## config.mk

```make
export PLATFORM = sky130hd
export DESIGN_NAME = uart_multiprocessor_port
export DESIGN_NICKNAME = d
export VERILOG_FILES = /design/src/verilog/uart_mp_pkg.sv /design/src/verilog/baud_timer.sv /design/src/verilog/rx_word_buffer.sv /design/src/verilog/uart_multiprocessor_port.sv
export SDC_FILE = /design/constraint.sdc
export NUM_CORES = 1
export LEC_CHECK = 0
export ABC_CLOCK_PERIOD_IN_PS = 2460
export CORE_ASPECT_RATIO = 1.1
export CORE_MARGIN = 1.5
export CORE_UTILIZATION = 49
export CTS_BUF_LIST = sky130_fd_sc_hd__clkbuf_4
export CTS_CLUSTER_SIZE = 14
export DETAILED_ROUTE_END_ITERATION = 10
export DONT_BUFFER_PORTS = 1
export GPL_TIMING_DRIVEN = 0
export PLACE_DENSITY_LB_ADDON = 0.05
export SYNTH_ARGS = -nofsm -noshare
export SYNTH_HDL_FRONTEND = slang
export SYNTH_SLANG_ARGS = --single-unit
export TNS_END_PERCENT = 20
```

## constraint.sdc

```tcl
create_clock -name CLK_I -period 2.46 [get_ports CLK_I]
set_input_delay 0.123 -clock CLK_I [delete_from_list [all_inputs] [get_ports CLK_I]]
set_output_delay 0.123 -clock CLK_I [all_outputs]
set_load 0.01 [all_outputs]
```

## src/verilog/uart_mp_pkg.sv

```systemverilog
// Constants, types and state encodings for the multiprocessor serial port.
// Assumes an 8-bit special-function register bus and timer-1 tick inputs.

package uart_mp_pkg;

  // ----------------------------------------------------------------------
  // Register map
  // ----------------------------------------------------------------------
  localparam logic [7:0] CTRL_ADDR  = 8'h98;
  localparam logic [7:0] DATA_ADDR  = 8'h99;
  localparam logic [7:0] CTRL_RESET = 8'h40;
  localparam logic [7:0] DATA_RESET = 8'h00;
  localparam logic [7:0] ZERO_BYTE  = 8'h00;

  // ----------------------------------------------------------------------
  // Control register fields
  // ----------------------------------------------------------------------
  localparam int FRAME_WIDTH_BIT = 7;
  localparam int UNUSED_BIT      = 6;
  localparam int MULTIPROC_BIT   = 5;
  localparam int RX_ENABLE_BIT   = 4;
  localparam int TX_NINTH_BIT    = 3;
  localparam int RX_NINTH_BIT    = 2;
  localparam int TX_DONE_BIT     = 1;
  localparam int RX_DONE_BIT     = 0;

  // ----------------------------------------------------------------------
  // Frame counts
  // ----------------------------------------------------------------------
  localparam logic [3:0] BITS_8   = 4'h8;
  localparam logic [3:0] BITS_9   = 4'h9;
  localparam logic [3:0] CNT_ONE  = 4'h1;
  localparam logic [3:0] CNT_ZERO = 4'h0;

  // ----------------------------------------------------------------------
  // Types
  // ----------------------------------------------------------------------
  typedef struct packed {
    logic       wr;
    logic       rd;
    logic       bit_wr;
    logic [2:0] bit_sel;
    logic       bit_val;
    logic [7:0] addr;
    logic [7:0] wdata;
  } sfr_req_s;

  typedef struct packed {
    logic       ninth;
    logic [7:0] data;
  } rx_word_s;

  typedef enum logic [1:0] {
    TX_IDLE  = 2'h0,
    TX_WAIT  = 2'h1,
    TX_SHIFT = 2'h3,
    TX_STOP  = 2'h2
  } tx_state_e;

  typedef enum logic [1:0] {
    RX_IDLE  = 2'h0,
    RX_START = 2'h1,
    RX_DATA  = 2'h3,
    RX_STOP  = 2'h2
  } rx_state_e;

endpackage : uart_mp_pkg

```

## src/verilog/baud_timer.sv

```systemverilog
// Eight-bit auto-reload bit timer, one instance per direction.
// Assumes tick_i is a one-cycle timer clock enable from the prescaler.
`timescale 1ns/1ns

module baud_timer #(
  parameter int WIDTH = 8
) (
  // Clock and reset
  input  wire logic             clk_i,
  input  wire logic             rstn_i,
  // Timing control
  input  wire logic             run_i,
  input  wire logic             tick_i,
  input  wire logic             force_reload_i,
  input  wire logic [WIDTH-1:0] reload_i,
  // Overflow pulse
  output logic                  ovf_o
);

  typedef struct packed {
    logic [WIDTH-1:0] count;
    logic             ovf;
  } timer_s;

  timer_s s;
  timer_s next_s;

  // ----------------------------------------------------------------------
  // Count up, reload on wrap or on demand
  // ----------------------------------------------------------------------
  always_comb begin
    next_s     = s;
    next_s.ovf = 1'b0;
    if (force_reload_i) begin
      next_s.count = reload_i;
    end else if (run_i && tick_i) begin
      if (s.count == {WIDTH{1'b1}}) begin
        next_s.count = reload_i;
        next_s.ovf   = 1'b1;
      end else begin
        next_s.count = s.count + WIDTH'(1);
      end
    end
  end

  always_ff @(posedge clk_i or negedge rstn_i) begin
    if (!rstn_i) begin
      s <= '0;
    end else begin
      s <= next_s;
    end
  end

  assign ovf_o = s.ovf;

endmodule : baud_timer

```

## src/verilog/rx_word_buffer.sv

```systemverilog
// Small FIFO between the receive shifter and the receive latch.
// Assumes DEPTH is a power of two; full and empty come from the level.
`timescale 1ns/1ns

module rx_word_buffer #(
  parameter int WIDTH = 9,
  parameter int DEPTH = 2
) (
  // Clock and reset
  input  wire logic             clk_i,
  input  wire logic             rstn_i,
  // Fill side
  input  wire logic             in_valid_i,
  input  wire logic [WIDTH-1:0] in_data_i,
  output logic                  in_ready_o,
  // Drain side
  output logic                  out_valid_o,
  output logic [WIDTH-1:0]      out_data_o,
  input  wire logic             out_ready_i
);

  localparam int AW = $clog2(DEPTH);
  localparam logic [AW:0] FULL = (AW+1)'(DEPTH);

  typedef struct packed {
    logic [DEPTH-1:0][WIDTH-1:0] mem;
    logic [AW-1:0]               rd_ptr;
    logic [AW-1:0]               wr_ptr;
    logic [AW:0]                 level;
  } buf_s;

  buf_s s;
  buf_s next_s;
  logic push;
  logic pop;

  assign in_ready_o  = (s.level != FULL);
  assign out_valid_o = (s.level != '0);
  assign out_data_o  = s.mem[s.rd_ptr];
  assign push        = in_valid_i && in_ready_o;
  assign pop         = out_valid_o && out_ready_i;

  // ----------------------------------------------------------------------
  // Pointer and level update
  // ----------------------------------------------------------------------
  always_comb begin
    next_s = s;
    if (push) begin
      next_s.mem[s.wr_ptr] = in_data_i;
      next_s.wr_ptr        = s.wr_ptr + AW'(1);
    end
    if (pop) begin
      next_s.rd_ptr = s.rd_ptr + AW'(1);
    end
    next_s.level = s.level + (AW+1)'(push) - (AW+1)'(pop);
  end

  always_ff @(posedge clk_i or negedge rstn_i) begin
    if (!rstn_i) begin
      s <= '0;
    end else begin
      s <= next_s;
    end
  end

endmodule : rx_word_buffer

```

## src/verilog/uart_multiprocessor_port.sv

```systemverilog
// Full-duplex serial port with 8/9-bit framing and address filtering.
// Assumes timer-1 ticks and reload value come from outside; pins are
// synchronous to CLK_I.
`timescale 1ns/1ns

module uart_multiprocessor_port (
  // Clock and reset
  input  wire logic                 CLK_I,
  input  wire logic                 RESETN_I,
  // Register bus
  input  wire uart_mp_pkg::sfr_req_s SFR_REQ_I,
  output logic [7:0]                SFR_RDATA_O,
  // Bit timing
  input  wire logic                 TIMER_RUN_I,
  input  wire logic                 TIMER_TICK_I,
  input  wire logic [7:0]           BAUD_RELOAD_VALUE_I,
  // Interrupt
  input  wire logic                 INT_ENABLE_I,
  output logic                      IRQ_O,
  // Serial pins
  input  wire logic                 SERIAL_IN_PIN_I,
  output logic                      SERIAL_OUT_PIN_O
);

  import uart_mp_pkg::*;

  typedef struct packed {
    logic       frame_width_select;
    logic       multiproc_check_enable;
    logic       receiver_enable;
    logic       tx_ninth_bit;
    logic       rx_ninth_bit;
    logic       tx_done_flag;
    logic       rx_done_flag;
    logic [7:0] rx_latch;
    tx_state_e  tx_st;
    logic [3:0] tx_cnt;
    logic [8:0] tx_shift;
    logic       tx_phase;
    logic       tx_pin;
    rx_state_e  rx_st;
    logic [3:0] rx_cnt;
    logic [8:0] rx_shift;
    logic       rx_phase;
    logic       rx_prev;
    logic [7:0] rdata;
    logic       irq;
  } port_s;

  port_s      s;
  port_s      next_s;

  logic [7:0] ctrl;
  logic [7:0] wv;
  logic       ctrl_hit;
  logic       data_hit;
  logic       ctrl_wr;
  logic       data_wr;
  logic       tx_ovf;
  logic       rx_ovf;
  logic       tx_tick;
  logic       rx_sample;
  logic       start_edge;
  logic       stop_time;
  logic       accept;
  logic       push_valid;
  logic       push_ready;
  logic       pop_valid;
  logic       pop;
  rx_word_s   push_word;
  rx_word_s   pop_word;

  // ----------------------------------------------------------------------
  // Register decode
  // ----------------------------------------------------------------------
  assign ctrl = {s.frame_width_select,
                 1'b1,
                 s.multiproc_check_enable,
                 s.receiver_enable,
                 s.tx_ninth_bit,
                 s.rx_ninth_bit,
                 s.tx_done_flag,
                 s.rx_done_flag};

  assign ctrl_hit = (SFR_REQ_I.addr == CTRL_ADDR);
  assign data_hit = (SFR_REQ_I.addr == DATA_ADDR);
  assign ctrl_wr  = ctrl_hit && (SFR_REQ_I.wr || SFR_REQ_I.bit_wr);
  assign data_wr  = data_hit && SFR_REQ_I.wr;

  // ----------------------------------------------------------------------
  // Bit clocks
  // ----------------------------------------------------------------------
  baud_timer #(
    .WIDTH (8)
  ) u_tx_timer (
    .clk_i          (CLK_I),
    .rstn_i         (RESETN_I),
    .run_i          (TIMER_RUN_I),
    .tick_i         (TIMER_TICK_I),
    .force_reload_i (1'b0),
    .reload_i       (BAUD_RELOAD_VALUE_I),
    .ovf_o          (tx_ovf)
  );

  baud_timer #(
    .WIDTH (8)
  ) u_rx_timer (
    .clk_i          (CLK_I),
    .rstn_i         (RESETN_I),
    .run_i          (TIMER_RUN_I),
    .tick_i         (TIMER_TICK_I),
    .force_reload_i (start_edge),
    .reload_i       (BAUD_RELOAD_VALUE_I),
    .ovf_o          (rx_ovf)
  );

  assign tx_tick    = tx_ovf && s.tx_phase;
  assign rx_sample  = rx_ovf && !s.rx_phase;
  assign start_edge = s.receiver_enable && (s.rx_st == RX_IDLE) &&
                      s.rx_prev && !SERIAL_IN_PIN_I;

  // ----------------------------------------------------------------------
  // Received word and acceptance check
  // ----------------------------------------------------------------------
  assign stop_time = rx_sample && (s.rx_st == RX_STOP);
  assign push_word.ninth = s.frame_width_select ? s.rx_shift[8]
                                                : SERIAL_IN_PIN_I;
  assign push_word.data  = s.frame_width_select ? s.rx_shift[7:0]
                                                : s.rx_shift[8:1];
  assign accept     = !s.multiproc_check_enable || push_word.ninth;
  assign push_valid = stop_time && accept && push_ready;
  assign pop        = pop_valid && !s.rx_done_flag;

  rx_word_buffer #(
    .WIDTH ($bits(rx_word_s)),
    .DEPTH (2)
  ) u_rx_buffer (
    .clk_i       (CLK_I),
    .rstn_i      (RESETN_I),
    .in_valid_i  (push_valid),
    .in_data_i   (push_word),
    .in_ready_o  (push_ready),
    .out_valid_o (pop_valid),
    .out_data_o  (pop_word),
    .out_ready_i (!s.rx_done_flag)
  );

  // ----------------------------------------------------------------------
  // Next state
  // ----------------------------------------------------------------------
  always_comb begin
    next_s         = s;
    next_s.rx_prev = SERIAL_IN_PIN_I;
    wv             = ctrl;
    if (SFR_REQ_I.wr) begin
      wv = SFR_REQ_I.wdata;
    end else if (SFR_REQ_I.bit_wr) begin
      wv[SFR_REQ_I.bit_sel] = SFR_REQ_I.bit_val;
    end

    // Software write; bit 6 has no storage
    if (ctrl_wr) begin
      next_s.frame_width_select     = wv[FRAME_WIDTH_BIT];
      next_s.multiproc_check_enable = wv[MULTIPROC_BIT];
      next_s.receiver_enable        = wv[RX_ENABLE_BIT];
      next_s.tx_ninth_bit           = wv[TX_NINTH_BIT];
      next_s.rx_ninth_bit           = wv[RX_NINTH_BIT];
      next_s.tx_done_flag           = wv[TX_DONE_BIT];
      next_s.rx_done_flag           = wv[RX_DONE_BIT];
    end

    if (SFR_REQ_I.rd) begin
      if (ctrl_hit) begin
        next_s.rdata = ctrl;
      end else if (data_hit) begin
        next_s.rdata = s.rx_latch;
      end else begin
        next_s.rdata = ZERO_BYTE;
      end
    end

    // Transmitter
    if (tx_ovf) begin
      next_s.tx_phase = !s.tx_phase;
    end
    unique case (s.tx_st)
      TX_IDLE: begin
        if (data_wr) begin
          next_s.tx_shift = {s.tx_ninth_bit && s.frame_width_select,
                             SFR_REQ_I.wdata};
          next_s.tx_cnt   = s.frame_width_select ? BITS_9
                                                 : BITS_8;
          next_s.tx_st    = TX_WAIT;
        end
      end
      TX_WAIT: begin
        if (tx_tick) begin
          next_s.tx_pin = 1'b0;
          next_s.tx_st  = TX_SHIFT;
        end
      end
      TX_SHIFT: begin
        if (tx_tick) begin
          if (s.tx_cnt == CNT_ZERO) begin
            next_s.tx_pin       = 1'b1;
            next_s.tx_done_flag = 1'b1;
            next_s.tx_st        = TX_STOP;
          end else begin
            next_s.tx_pin   = s.tx_shift[0];
            next_s.tx_shift = {1'b0, s.tx_shift[8:1]};
            next_s.tx_cnt   = s.tx_cnt - CNT_ONE;
          end
        end
      end
      TX_STOP: begin
        if (tx_tick) begin
          next_s.tx_st = TX_IDLE;
        end
      end
    endcase

    // Receiver
    if (start_edge) begin
      next_s.rx_phase = 1'b0;
      next_s.rx_st    = RX_START;
    end else if (rx_ovf) begin
      next_s.rx_phase = !s.rx_phase;
    end
    unique case (s.rx_st)
      RX_IDLE: begin
      end
      RX_START: begin
        if (rx_sample) begin
          if (SERIAL_IN_PIN_I) begin
            next_s.rx_st = RX_IDLE;
          end else begin
            next_s.rx_cnt = s.frame_width_select ? BITS_9
                                                 : BITS_8;
            next_s.rx_st  = RX_DATA;
          end
        end
      end
      RX_DATA: begin
        if (rx_sample) begin
          next_s.rx_shift = {SERIAL_IN_PIN_I, s.rx_shift[8:1]};
          next_s.rx_cnt   = s.rx_cnt - CNT_ONE;
          if (s.rx_cnt == CNT_ONE) begin
            next_s.rx_st = RX_STOP;
          end
        end
      end
      RX_STOP: begin
        if (rx_sample) begin
          next_s.rx_st = RX_IDLE;
        end
      end
    endcase
    if (!s.receiver_enable) begin
      next_s.rx_st = RX_IDLE;
    end

    // Hand the buffered word to the latch; hardware set beats clear
    if (pop) begin
      next_s.rx_latch     = pop_word.data;
      next_s.rx_ninth_bit = pop_word.ninth;
      next_s.rx_done_flag = 1'b1;
    end

    next_s.irq = INT_ENABLE_I &&
                 (s.tx_done_flag || s.rx_done_flag);
  end

  always_ff @(posedge CLK_I or negedge RESETN_I) begin
    if (!RESETN_I) begin
      s          <= '0;
      s.rx_latch <= DATA_RESET;
      s.tx_pin   <= 1'b1;
      s.rx_prev  <= 1'b1;
    end else begin
      s <= next_s;
    end
  end

  assign SFR_RDATA_O      = s.rdata;
  assign IRQ_O            = s.irq;
  assign SERIAL_OUT_PIN_O = s.tx_pin;

  // ----------------------------------------------------------------------
  // Checks
  // ----------------------------------------------------------------------
  property p_unused_reads_one;
    @(posedge CLK_I) disable iff (!RESETN_I)
      SFR_REQ_I.rd && ctrl_hit |=> SFR_RDATA_O[UNUSED_BIT];
  endproperty
  a_unused_reads_one: assert property (p_unused_reads_one)
    else $error("Unused control bit read as zero");

  property p_rx_flag_sw_clear;
    @(posedge CLK_I) disable iff (!RESETN_I)
      $fell(s.rx_done_flag) |-> $past(ctrl_wr);
  endproperty
  a_rx_flag_sw_clear: assert property (p_rx_flag_sw_clear)
    else $error("Receive flag cleared without a write");

  property p_tx_flag_at_stop;
    @(posedge CLK_I) disable iff (!RESETN_I)
      s.tx_st == TX_SHIFT && tx_tick && s.tx_cnt == CNT_ZERO
      |=> s.tx_done_flag && s.tx_pin && s.tx_st == TX_STOP;
  endproperty
  a_tx_flag_at_stop: assert property (p_tx_flag_at_stop)
    else $error("Transmit flag not set at stop bit");

  property p_addr_filter;
    @(posedge CLK_I) disable iff (!RESETN_I)
      stop_time && s.frame_width_select && s.multiproc_check_enable &&
      !s.rx_shift[8] |-> !push_valid;
  endproperty
  a_addr_filter: assert property (p_addr_filter)
    else $error("Data byte accepted under address filter");

  property p_stop_check;
    @(posedge CLK_I) disable iff (!RESETN_I)
      stop_time && !s.frame_width_select && s.multiproc_check_enable &&
      !SERIAL_IN_PIN_I |-> !push_valid;
  endproperty
  a_stop_check: assert property (p_stop_check)
    else $error("Byte with bad stop bit accepted");

  property p_rx_disabled;
    @(posedge CLK_I) disable iff (!RESETN_I)
      !s.receiver_enable ##1 !s.receiver_enable |-> s.rx_st == RX_IDLE;
  endproperty
  a_rx_disabled: assert property (p_rx_disabled)
    else $error("Receiver active while disabled");

  property p_tx_ninth;
    @(posedge CLK_I) disable iff (!RESETN_I)
      data_wr && s.tx_st == TX_IDLE && s.frame_width_select
      |=> s.tx_shift[8] == $past(s.tx_ninth_bit);
  endproperty
  a_tx_ninth: assert property (p_tx_ninth)
    else $error("Ninth transmit bit not taken from control");

  property p_irq;
    @(posedge CLK_I) disable iff (!RESETN_I)
      INT_ENABLE_I && (s.tx_done_flag || s.rx_done_flag) |=> IRQ_O;
  endproperty
  a_irq: assert property (p_irq)
    else $error("Interrupt not raised for set flag");

  property p_no_load_when_full;
    @(posedge CLK_I) disable iff (!RESETN_I)
      s.rx_done_flag && !ctrl_wr |=> $stable(s.rx_latch);
  endproperty
  a_no_load_when_full: assert property (p_no_load_when_full)
    else $error("Receive latch changed while flag set");

  property p_rx_load;
    @(posedge CLK_I) disable iff (!RESETN_I)
      pop |=> s.rx_done_flag && s.rx_latch == $past(pop_word.data);
  endproperty
  a_rx_load: assert property (p_rx_load)
    else $error("Accepted byte not latched with flag");

  property p_data_read;
    @(posedge CLK_I) disable iff (!RESETN_I)
      SFR_REQ_I.rd && data_hit |=> SFR_RDATA_O == $past(s.rx_latch);
  endproperty
  a_data_read: assert property (p_data_read)
    else $error("Data read did not return receive latch");

  property p_start_reload;
    @(posedge CLK_I) disable iff (!RESETN_I)
      start_edge |=> s.rx_st == RX_START && !s.rx_phase;
  endproperty
  a_start_reload: assert property (p_start_reload)
    else $error("Start edge did not restart receiver");

  property p_tx_start;
    @(posedge CLK_I) disable iff (!RESETN_I)
      data_wr && s.tx_st == TX_IDLE |=> s.tx_st == TX_WAIT;
  endproperty
  a_tx_start: assert property (p_tx_start)
    else $error("Data write did not start transmission");

endmodule : uart_multiprocessor_port

```

==> metrics.yaml, run 1 <==
sta:
  fmax_mhz: 463.4
  fin_skew_ps: 22.81
  setup_viol: 0
  relSlewSlack_pct: 51.51
  min_period_ps: 2158
  period_share_pct: 87.72
  hold_ws_ps: 66.15
  hold_viol: 0
  finalMaxSlewViolations: 0
  worst_pin_slew_ps: 727.3
  rsz0062_at_grt: "false"
  tns_ps: 0
worst_hold_path:
  hold_path_end: "s[37]"
  hold_start: "SFR_REQ_I[22]"
  holdCritPathClass: "in2reg"
  whs_path_depth: 3
drt:
  dr.pass1.iters: 4
  ant_nets: 0
  dr.first_iter.drc_count: 127
  viasPerCell: 5.626
  vias: 3539
  drt-total-wl_mm: 10.41
  wire_per_inst_um: 16.55
  drcViolationCount: 0
synthesis:
  yosysMostFrequentCell: "dfrtp_1"
  synth_nets: 503
  synth_top_cell_by_area: "dfrtp_1"
  synth_seq_cells: 98
  avgSynthCellArea_um2: 11.02
  synth_cells: 459
  yosysWarnings: 0
  synth_area_mm2: 0.005056
  netlist.area_leader.share_pct: 47.51
  ys_top_cells_by_area: "dfrtp_1, mux2_2, mux2_1"
  yosysSeqAreaShare_pct: 48.55
  synth-edff-count: 0
  synthArstFlopShare_pct: 100.0
  synth_cell_types: 67
  synthFlopType: "dfrtp_1"
  synth_common_cells: "dfrtp_1, nand2_1, mux2_2, a21oi_1, nor2_1"
floorplanning:
  fp.dieW_um: 99.86
  core.rowCount: 38
  dieArea_mm2: 0.01094
  io-pin-count: 47
  core-area_mm2: 0.009937
  die_h_um: 109.5
  start_util_pct: 50.88
clock_tree:
  postCtsSetupRepairBufs: 0
  cts-htree-levels: 3
  clkLatencyLatePin_ps: 450
  path_clk_slew_ps: 150
  clock-sinks: 98
  clockBufferDepth: 2
  cts_root_buf: "clkbuf_4"
  cts_tree: "done"
  numCtsBuffers: 9
final_layout:
  layout-drive-gt1-share_pct: 18.27
  final_nets: 548
  area_growth_pct: 12.94
  nFillCells: 868
  fin_cells: 629
  diodes: 0
placed_design:
  dp_hpwl_mm: 6.913
  dp_cells: 579
  place.gp.congestion: 0.8225
  io_buffers: 0
critical_path:
  critPathArrivalTime_ps: 2510
  crit_path_start_kind: "register"
  worst-endpoint-required_ps: 2810
  reg2regPathDepth: 4
  endpoint_kind: "register"
  reg2reg_slack_ps: 300
  critPathKind: "reg2reg"
  cp_max_fo: 10
  r2r-start: "u_rx_buffer.s[1]"
  rr_endpoint: "ctrl[0]"
global_routing:
  grt_pass1_vias: 3539
  grt_first_pass_wirelength_mm: 17.68
  grt.overflow.total: 0
  antenna_found_initial: 0
  grt_max_degree: 99
  grt_usage_pct: 20.68
power:
  totalPowerFinal_mw: 3.570
  p_leak_nw: 2.641
  power_density_mw_per_mm2: 625.1
  ir_drop_mv: 0.3549
status:
  status: "finished clean"
flow_run:
  maxCapViolCount: 0
[per-stage QoR]
stage | util, % | area [µm²] | setup WS [ps]
after floorplan | - | 5056 | 634.4
after global placement | 52.39 | 5206 | 343.0
after detailed placement | 52.39 | 5206 | 338.2
after CTS | 57.43 | 5707 | 148.0
after global routing | 57.47 | 5710 | 131.8
final | 57.47 | 5710 | 302.0
[metal layers]
| layer | global-route usage (%) | share of wire (%) | vias up |
|---|---|---|---|
| li1 | - | - | 1744 |
| met1 | 28.57 | 48 | 1700 |
| met2 | 33.14 | 46 | 81 |
| met3 | 3.433 | 4.2 | 14 |
| met4 | 7.344 | 1.5 | 0 |
| met5 | 0 | 0 | - |
[critical path, cell delays in order (launching register included)]
cell and delay, ps:
dfrtp_1 450, o21bai_2 360, clkbuf_1 450, a41oi_1 190, dlygate4sd3_1 600
[placed cells by master (no fill, tap or decap), types with 3 or more instances in the layout]
cell type	netlist	final
mux2_1	17	17
o22a_1	3	3
dlygate4sd3_1	0	33
o21ai_0	19	19
clkbuf_1	9	9
mux2_2	33	33
xnor2_1	7	7
xor2_1	3	3
nand3_1	13	13
o21a_1	3	3
nand2b_1	4	4
a21bo_2	3	3
mux2i_1	13	13
nor3_1	9	9
nand4_1	3	3
a31oi_1	5	5
buf_2	5	5
buf_4	8	8
nand2_1	37	37
dfrtp_1	96	96
nor2b_1	6	6
clkinv_4	0	3
a22oi_1	10	10
inv_1	20	20
nor3b_1	3	3
clkbuf_4	0	10
and3_1	4	4
a21oi_1	29	29
nor2_1	27	27
mux2_4	8	8
and4_1	3	3
ha_1	7	7
[power breakdown]
group,switching (mW),internal [mW],leakage [nW]
clock network,0.545,0.324,0.0742
logic,0.374,0.366,1.30
registers,0.179,1.78,1.27
total,1.10,2.47,2.64
[registers in the layout, summed over array words and instances, names as in the netlist]
name	count
u_rx_buffer.s	22
SFR_RDATA_O	8
u_tx_timer.s	8
ctrl	7
u_rx_timer.s	8
u_tx_timer.ovf_o	1
s	41
IRQ_O	1
u_rx_timer.ovf_o	1
SERIAL_OUT_PIN_O	1
[logic make-up (layout without fill, tap and decap cells)]
family / after synthesis / after routing / share of synthesized area, %
fa+ha+maj: 7 / 7 / 1.732
buf+inv: 46 / 96 / 4.652
simple gates: 131 / 131 / 14.33
mux: 71 / 71 / 16.09
compound gates: 96 / 96 / 12.92
flops: 98 / 98 / 48.55
xor+xnor: 10 / 10 / 1.732
[worst max-delay path by stage]
stage | from | endpoint | slack [ps] | depth (start not counted)
6_report | u_rx_buffer.s[1] | ctrl[0] | 300 | 4
5_1_grt | u_rx_buffer.s[1] | ctrl[0] | 130 | 4
4_1_cts | u_rx_buffer.s[1] | ctrl[0] | 150 | 4
3_5_place_dp | u_rx_buffer.s[1] | u_rx_buffer.s[1] | 340 | 7
3_3_place_gp | u_rx_buffer.s[1] | u_rx_buffer.s[1] | 340 | 7
2_1_floorplan | s[37] | s[28] | 630 | 7
[area by class of cell]
cell class	count	area [µm²]	area share, %
Buffer	25	156.4	2.739
Clock buffer	10	75.07	1.315
Clock inverter	6	67.56	1.183
Inverter	21	78.83	1.380
Multi-Input combinational cell	315	2370	41.50
Sequential cell	98	2455	42.99
Tap cell	120	150.1	2.629
Timing Repair Buffer	34	357.8	6.266
[what timing repair did]
action | in CTS | in global routing
endpoints found under the setup margin | 0 | 1
gates resized for setup | 0 | 1
endpoints found under the hold margin | 142 | 0
hold buffers | 34 | 0
No activity file was read; power rests on OpenSTA's default activity.
==> run 2, diff against run 1 <==
- ABC_CLOCK_PERIOD_IN_PS: 2460 -> 2100
- clock period: 2.46 -> 2.1 ns (I/O delays scaled with it)
==> run 2 against run 1 <==
Compared with the run above:
- the run now ends with hold timing left
- worst setup slack worse by 180 ps
- flip-flop and latch count is the same
- utilization increased by 0.20 points
- routed wire length is 0.41% higher
- first-iteration DRC count grew 28%
- global-route usage is 0.19 points higher
- cell count grew 0.32%
- count of clock-buffer cells in the layout unchanged
- clock power grew 17%
==> metrics.yaml, run 2 (same netlist as run 1, synthesis figures left out) <==
status:
  status: "complete, but fails checks"
  violations: "hold timing"
final_layout:
  fin_area_mm2: 0.005731  # +0.35%
  layout_commonest_cell: "dfrtp_1"
  final_nets: 550  # +0.36%
  final_cell_mix: "dfrtp_1, nand2_1, dlygate4sd3_1, mux2_2, a21oi_1"
  top_regs: "s: 41 flops, u_rx_buffer.s: 22 flops"
  utilization_pct: 57.67  # +0.20 points
  regMostFlops: "s"
  layout-drive-gt1-share_pct: 18.40  # +0.12 points
  diodes: 0  # unchanged
  largest_register_ffs: 41  # unchanged
  area_growth_pct: 13.34
clock_tree:
  postCtsHoldBufs: 36  # +5.9%
  cts-htree-levels: 3  # unchanged
  clkLatencyLatePin_ps: 450  # about the same
  postCtsSetupRepairBufs: 0  # unchanged
  numCtsBuffers: 9  # unchanged
  cts_root_buf: "clkbuf_4"
  path_clk_slew_ps: 150  # about the same
  cts_tree: "done"
  clockBufferDepth: 2  # unchanged
  clock-sinks: 98  # unchanged
floorplanning:
  dieArea_mm2: 0.01094  # unchanged
  core-area_mm2: 0.009937  # unchanged
  die_h_um: 109.5  # unchanged
  io-pin-count: 47  # unchanged
  fp.dieW_um: 99.86  # unchanged
  core.rowCount: 38  # unchanged
  start_util_pct: 50.88  # unchanged
critical_path:
  cp_max_fo: 4  # -6
  crit_family: "simple AND/OR/NAND/NOR gates"
  worst-endpoint-required_ps: 2490  # -320 ps
  critical_path_buf_inv_count: 1  # -1
  endpoint_kind: "register"
  path_cells: "ha_1 > and4_1 > or3_1 > nand3_1 > dlygate4sd3_1"
  crit_path_max_incr_delay_ps: 570  # -30 ps
  critPathKind: "reg2reg"
  reg2reg_slack_ps: 120  # -180 ps
  startpoint: "u_tx_timer.s[1]"
  crit_path_start_kind: "register"
  r2r-start: "u_tx_timer.s[1]"
  cp_slowest_cell: "dlygate4sd3_1"
  critPathArrivalTime_ps: 2370  # -140 ps
sta:
  rsz0062_at_grt: "false"
  fin_skew_ps: 20.99  # -1.823 ps
  min_period_ps: 1978  # -179.7 ps
  worst_pin_slew_ps: 717.1  # -10.18 ps
  hold_ws_ps: -685.5  # -751.6 ps
  tns_ps: 0  # unchanged
  finalMaxSlewViolations: 0  # unchanged
  setup_viol: 0  # unchanged
  hold_viol: 98  # +98
  period_share_pct: 94.20  # +6.5 points
  relSlewSlack_pct: 52.19  # +0.68 points
  fmax_mhz: 505.5  # +9.1%
  fin_ws_ps: 121.7  # -180.3 ps
placed_design:
  io_buffers: 0  # unchanged
  place.gp.congestion: 0.8225  # unchanged
  place_area_mm2: 0.005206  # unchanged
  pre_cts_ws_ps: -21.75  # -360.0 ps
  dp_hpwl_mm: 6.913  # unchanged
power:
  p_leak_nw: 2.645  # +0.12%
  power_switching_mw: 1.263  # +15%
  p_seq_share_pct: 55.3  # +0.4 points
  power_switching_share_pct: 30.30  # -0.46 points
  p_comb_share_pct: 20.2  # -0.5 points
  ir_drop_mv: 0.4164  # +17%
  p_clk_share_pct: 24.5  # +0.2 points
  internal_power_mw: 2.906  # +18%
  power_density_mw_per_mm2: 727.5  # +16%
drt:
  dr.first_iter.drc_count: 162  # +28%
  wire_per_inst_um: 16.57  # about the same
  dr.pass1.iters: 4  # unchanged
  vias: 3533  # -0.17%
  drt-total-wl_mm: 10.45  # +0.41%
  ant_nets: 0  # unchanged
  viasPerCell: 5.599  # -0.49%
  drcViolationCount: 0  # unchanged
global_routing:
  antenna_found_initial: 0  # unchanged
  grt_pass1_vias: 3548  # +0.25%
  grt.overflow.total: 0  # unchanged
  grt_first_pass_wirelength_mm: 17.82  # +0.74%
  grt_max_degree: 99  # unchanged
  grt_usage_pct: 20.88  # +0.19 points
flow_run:
  maxCapViolCount: 0  # unchanged
worst_hold_path:
  holdCritPathClass: "in2async"
==> run 2: final timing paths <==
kind                               endpoint  cells after the start
setup / recovery            u_tx_timer.s[1]                      5
hold / removal               SFR_RDATA_O[0]                      0
setup reg to reg            u_tx_timer.s[1]                      5
hold reg to reg                       s[47]                      2
max in group asynchronous  SERIAL_OUT_PIN_O                      0
min in group CLK_I                    s[37]                      3
==> run 2: metrics by stage <==
step	total power, mW	instances
floorplan	2.884	459
global placement	3.031	579
detailed placement	3.056	579
CTS	4.191	631
global route	4.423	631
finish	4.169	631
==> run 2: layout make-up <==
cell class	instances	area, µm²
plain buffers	25	156.4
repair buffers	36	360.3
flip-flops and latches	98	2455
clock inverters	6	67.56
inverters	21	78.83
multi-input cells	315	2387
clock buffers	10	75.07
fillers	862	4207
well taps	120	150.1
==> run 2: worst register-to-register path: stages, from the launching register on <==
cell and delay (ps):
dfrtp_1 440, ha_1 270, and4_1 230, or3_1 320, nand3_1 90, dlygate4sd3_1 570
==> run 2: power groups by stage <==
stage	logic (mW)	clock network, mW	registers, mW
after floorplan	0.621	0	2.26
after global placement	0.716	0	2.32
after detailed placement	0.733	0	2.32
after CTS	0.833	1.07	2.29
after global routing	0.951	1.13	2.34
final	0.843	1.02	2.31
==> run 2: repair_timing <==
item | CTS | global route
cloned | 0 | 0
endpoints found under the hold margin | 143 | 98
endpoints found under the setup margin | 1 | 11
gates resized for setup | 1 | 3
==> run 2: per-layer routing <==
metal,part of all wire [%],GRT usage (%),wire length (µm)
met1,48,28.90,5006
met4,1.5,7.344,157
met5,0,0,0
met2,47,33.43,4879
met3,3.9,3.433,410
==> run 3, diff against run 2 <==
- CORE_UTILIZATION: 49 -> 30
==> run 3 against run 2 <==
Compared with the run above:
- the run still ends with hold timing left
- non-clock buffer count rose by 3
- worst hold slack got worse by 24 ps
- flip-flop and latch count stayed put
- clock power decreased by 9.5%
- critical path depth increased by 2
- combinational power about the same
- via count is 1.9% higher
- clock skew decreased by 8.1 ps
- cell count rose by 14%
- cell area grew 1.9%
- die area increased by 61%
- critical endpoint is now ctrl[7]
==> metrics.yaml, run 3 (same netlist as run 1, synthesis figures left out) <==
status:
  status: "complete, but fails checks"
  violations: "hold timing"
power:
  p_leak_nw: 2.626  # -0.72%
  totalPowerFinal_mw: 4.070  # -2.4%
  ir_drop_mv: 0.2860  # -31%
  power_density_mw_per_mm2: 697.1  # -4.2%
critical_path:
  crit_path_start_kind: "input pin"
  critPathKind: "in2reg"
  reg2reg_slack_ps: 150  # +30 ps
  reg2regPathDepth: 6  # +1
  path_cells: "dlygate4sd3_1 > or4b_4 > nor3_4 > buf_6 > a21oi_1 > a31oi_1 > dlygate4sd3_1"
  cp_common_cell: "dlygate4sd3_1"
  r2r-start: "u_rx_buffer.s[1]"
  crit_path_max_incr_delay_ps: 590  # +20 ps
  crit_family: "buffers and inverters"
  rr_endpoint: "ctrl[2]"
  critPathArrivalTime_ps: 2410  # +40 ps
  cp_slowest_cell: "or4b_4"
  worst-endpoint-required_ps: 2520  # +30 ps
  cp_max_fo: 10  # +6
  endpoint_kind: "register"
  critical_path_buf_inv_count: 3  # +2
flow_run:
  maxCapViolCount: 0  # unchanged
final_layout:
  regMostFlops: "s"
  layout_commonest_cell: "dfrtp_1"
  final_nets: 553  # +0.55%
  final_cell_mix: "dfrtp_1, dlygate4sd3_1, nand2_1, mux2_2, a21oi_1"
  multi_input_area_mm2: 0.002387  # unchanged
  seq_area_mm2: 0.002455  # unchanged
  area_growth_pct: 15.49
  layout-drive-gt1-share_pct: 18.09  # -0.30 points
  top_regs: "s: 41 flops, u_rx_buffer.s: 22 flops"
  largest_register_ffs: 41  # unchanged
  nFillCells: 1713  # +99%
drt:
  wire_per_inst_um: 16.13  # -2.6%
  ant_nets: 0  # unchanged
  drcViolationCount: 0  # unchanged
  dr.first_iter.drc_count: 162  # unchanged
  dr.pass1.iters: 4  # unchanged
  vias: 3601  # +1.9%
  viasPerCell: 5.008  # -11%
  drt-total-wl_mm: 11.60  # +11%
placed_design:
  io_buffers: 0  # unchanged
  place.gp.congestion: 0.7546  # -8.3%
  dp_hpwl_mm: 7.957  # +15%
global_routing:
  grt.overflow.total: 0  # unchanged
  grt_first_pass_wirelength_mm: 19.17  # +7.6%
  antenna_found_initial: 1  # +1
  grt_pass1_vias: 3600  # +1.5%
  grt_usage_pct: 13.89  # -7.0 points
  grt_max_degree: 99  # unchanged
clock_tree:
  path_clk_slew_ps: 160  # about the same
  clockBufferDepth: 2  # unchanged
  clock-sinks: 98  # unchanged
  cts-htree-levels: 3  # unchanged
  postCtsHoldBufs: 39  # +8.3%
  clkLatencyLatePin_ps: 480  # +30 ps
  cts_root_buf: "clkbuf_4"
  numCtsBuffers: 9  # unchanged
  cts_tree: "done"
sta:
  period_share_pct: 94.65  # +0.44 points
  rsz0062_at_grt: "false"
  tns_ps: 0  # unchanged
  fmax_mhz: 503.1  # -0.47%
  hold_ws_ps: -709.8  # -24.36 ps
  finalMaxSlewViolations: 0  # unchanged
  min_period_ps: 1988  # +9.326 ps
  relSlewSlack_pct: 50.37  # -1.8 points
  worst_pin_slew_ps: 744.5  # +27.35 ps
  hold_viol: 98  # unchanged
  fin_skew_ps: 12.86  # -8.133 ps
  setup_viol: 0  # unchanged
floorplanning:
  core.rowCount: 49  # +29%
  io-pin-count: 47  # unchanged
  die_h_um: 139.2  # +27%
  fp.dieW_um: 126.8  # +27%
  start_util_pct: 30.77  # -20 points
  dieArea_mm2: 0.01764  # +61%
  core-area_mm2: 0.01643  # +65%
worst_hold_path:
  holdCritPathClass: "in2async"
-- run 3: cell count changes in the layout (fill, tap and decap cells not counted) --
cell	change
clkinv_4	-2
diode_2	+1
clkbuf_4	-1
bufinv_16	-1
clkinvlp_4	+3
dlygate4sd3_1	+3
clkinv_1	+1
-- run 3: repair_timing --
action	in CTS	in global routing
endpoints found under the hold margin	145	98
resized for setup	2	2
pin swaps	0	1
setup buffers	0	0
endpoints found under the setup margin	8	10
-- run 3: final cells by class --
cell class,instances,share of cell area (%)
timing repair buffer,39,6.685
tap,204,4.371
multi-input combinational,315,40.88
inverter,21,1.350
buffer,25,2.678
sequential,98,42.04
clock buffer,9,1.157
clock inverter,7,0.7928
antenna,1,0.04285
-- run 3: worst max-delay path by stage --
stage                                start          endpoint  slack, ps  depth (start not counted)
final                        SFR_REQ_I[13]           ctrl[7]        110                          7
after detailed placement  u_rx_buffer.s[1]  u_rx_buffer.s[1]       -140                          7
after global placement    u_rx_buffer.s[1]  u_rx_buffer.s[1]       -120                          7
after CTS                 u_rx_buffer.s[1]           ctrl[2]         20                          6
after global routing                 s[37]             s[30]         10                          7
after floorplan                      s[37]             s[28]        270                          7
-- run 3: routing by layer --
metal  GRT usage (%)  wire length (µm)  vias up  share of wire, %
li1                -                 -     1747                 -
met1           18.47              5610     1774                48
met2           22.29              5373       65                46
met3           2.315               387       15               3.3
met4           6.100               226        0               1.9
met5               0                 0        -                 0
-- run 3: power by group --
| part | internal (mW) | switching, mW | leakage [nW] |
|---|---|---|---|
| combinational | 0.441 | 0.405 | 1.31 |
| sequential | 2.09 | 0.214 | 1.27 |
| clock | 0.236 | 0.687 | 0.0493 |
-- run 3: metrics by stage --
step | setup WS (ps) | hold slack (ps) | util [%] | instances | area, µm²
floorplan | 274.4 | -190.6 | - | 459 | 5056
global placement | -117.6 | -185.6 | 32.33 | 663 | 5311
detailed placement | -138.2 | -185.5 | 32.33 | 663 | 5311
CTS | 18.96 | -763.7 | 35.45 | 718 | 5824
global route | 11.84 | -756.2 | 35.54 | 719 | 5839
finish | 112.4 | -709.8 | 35.54 | 719 | 5839
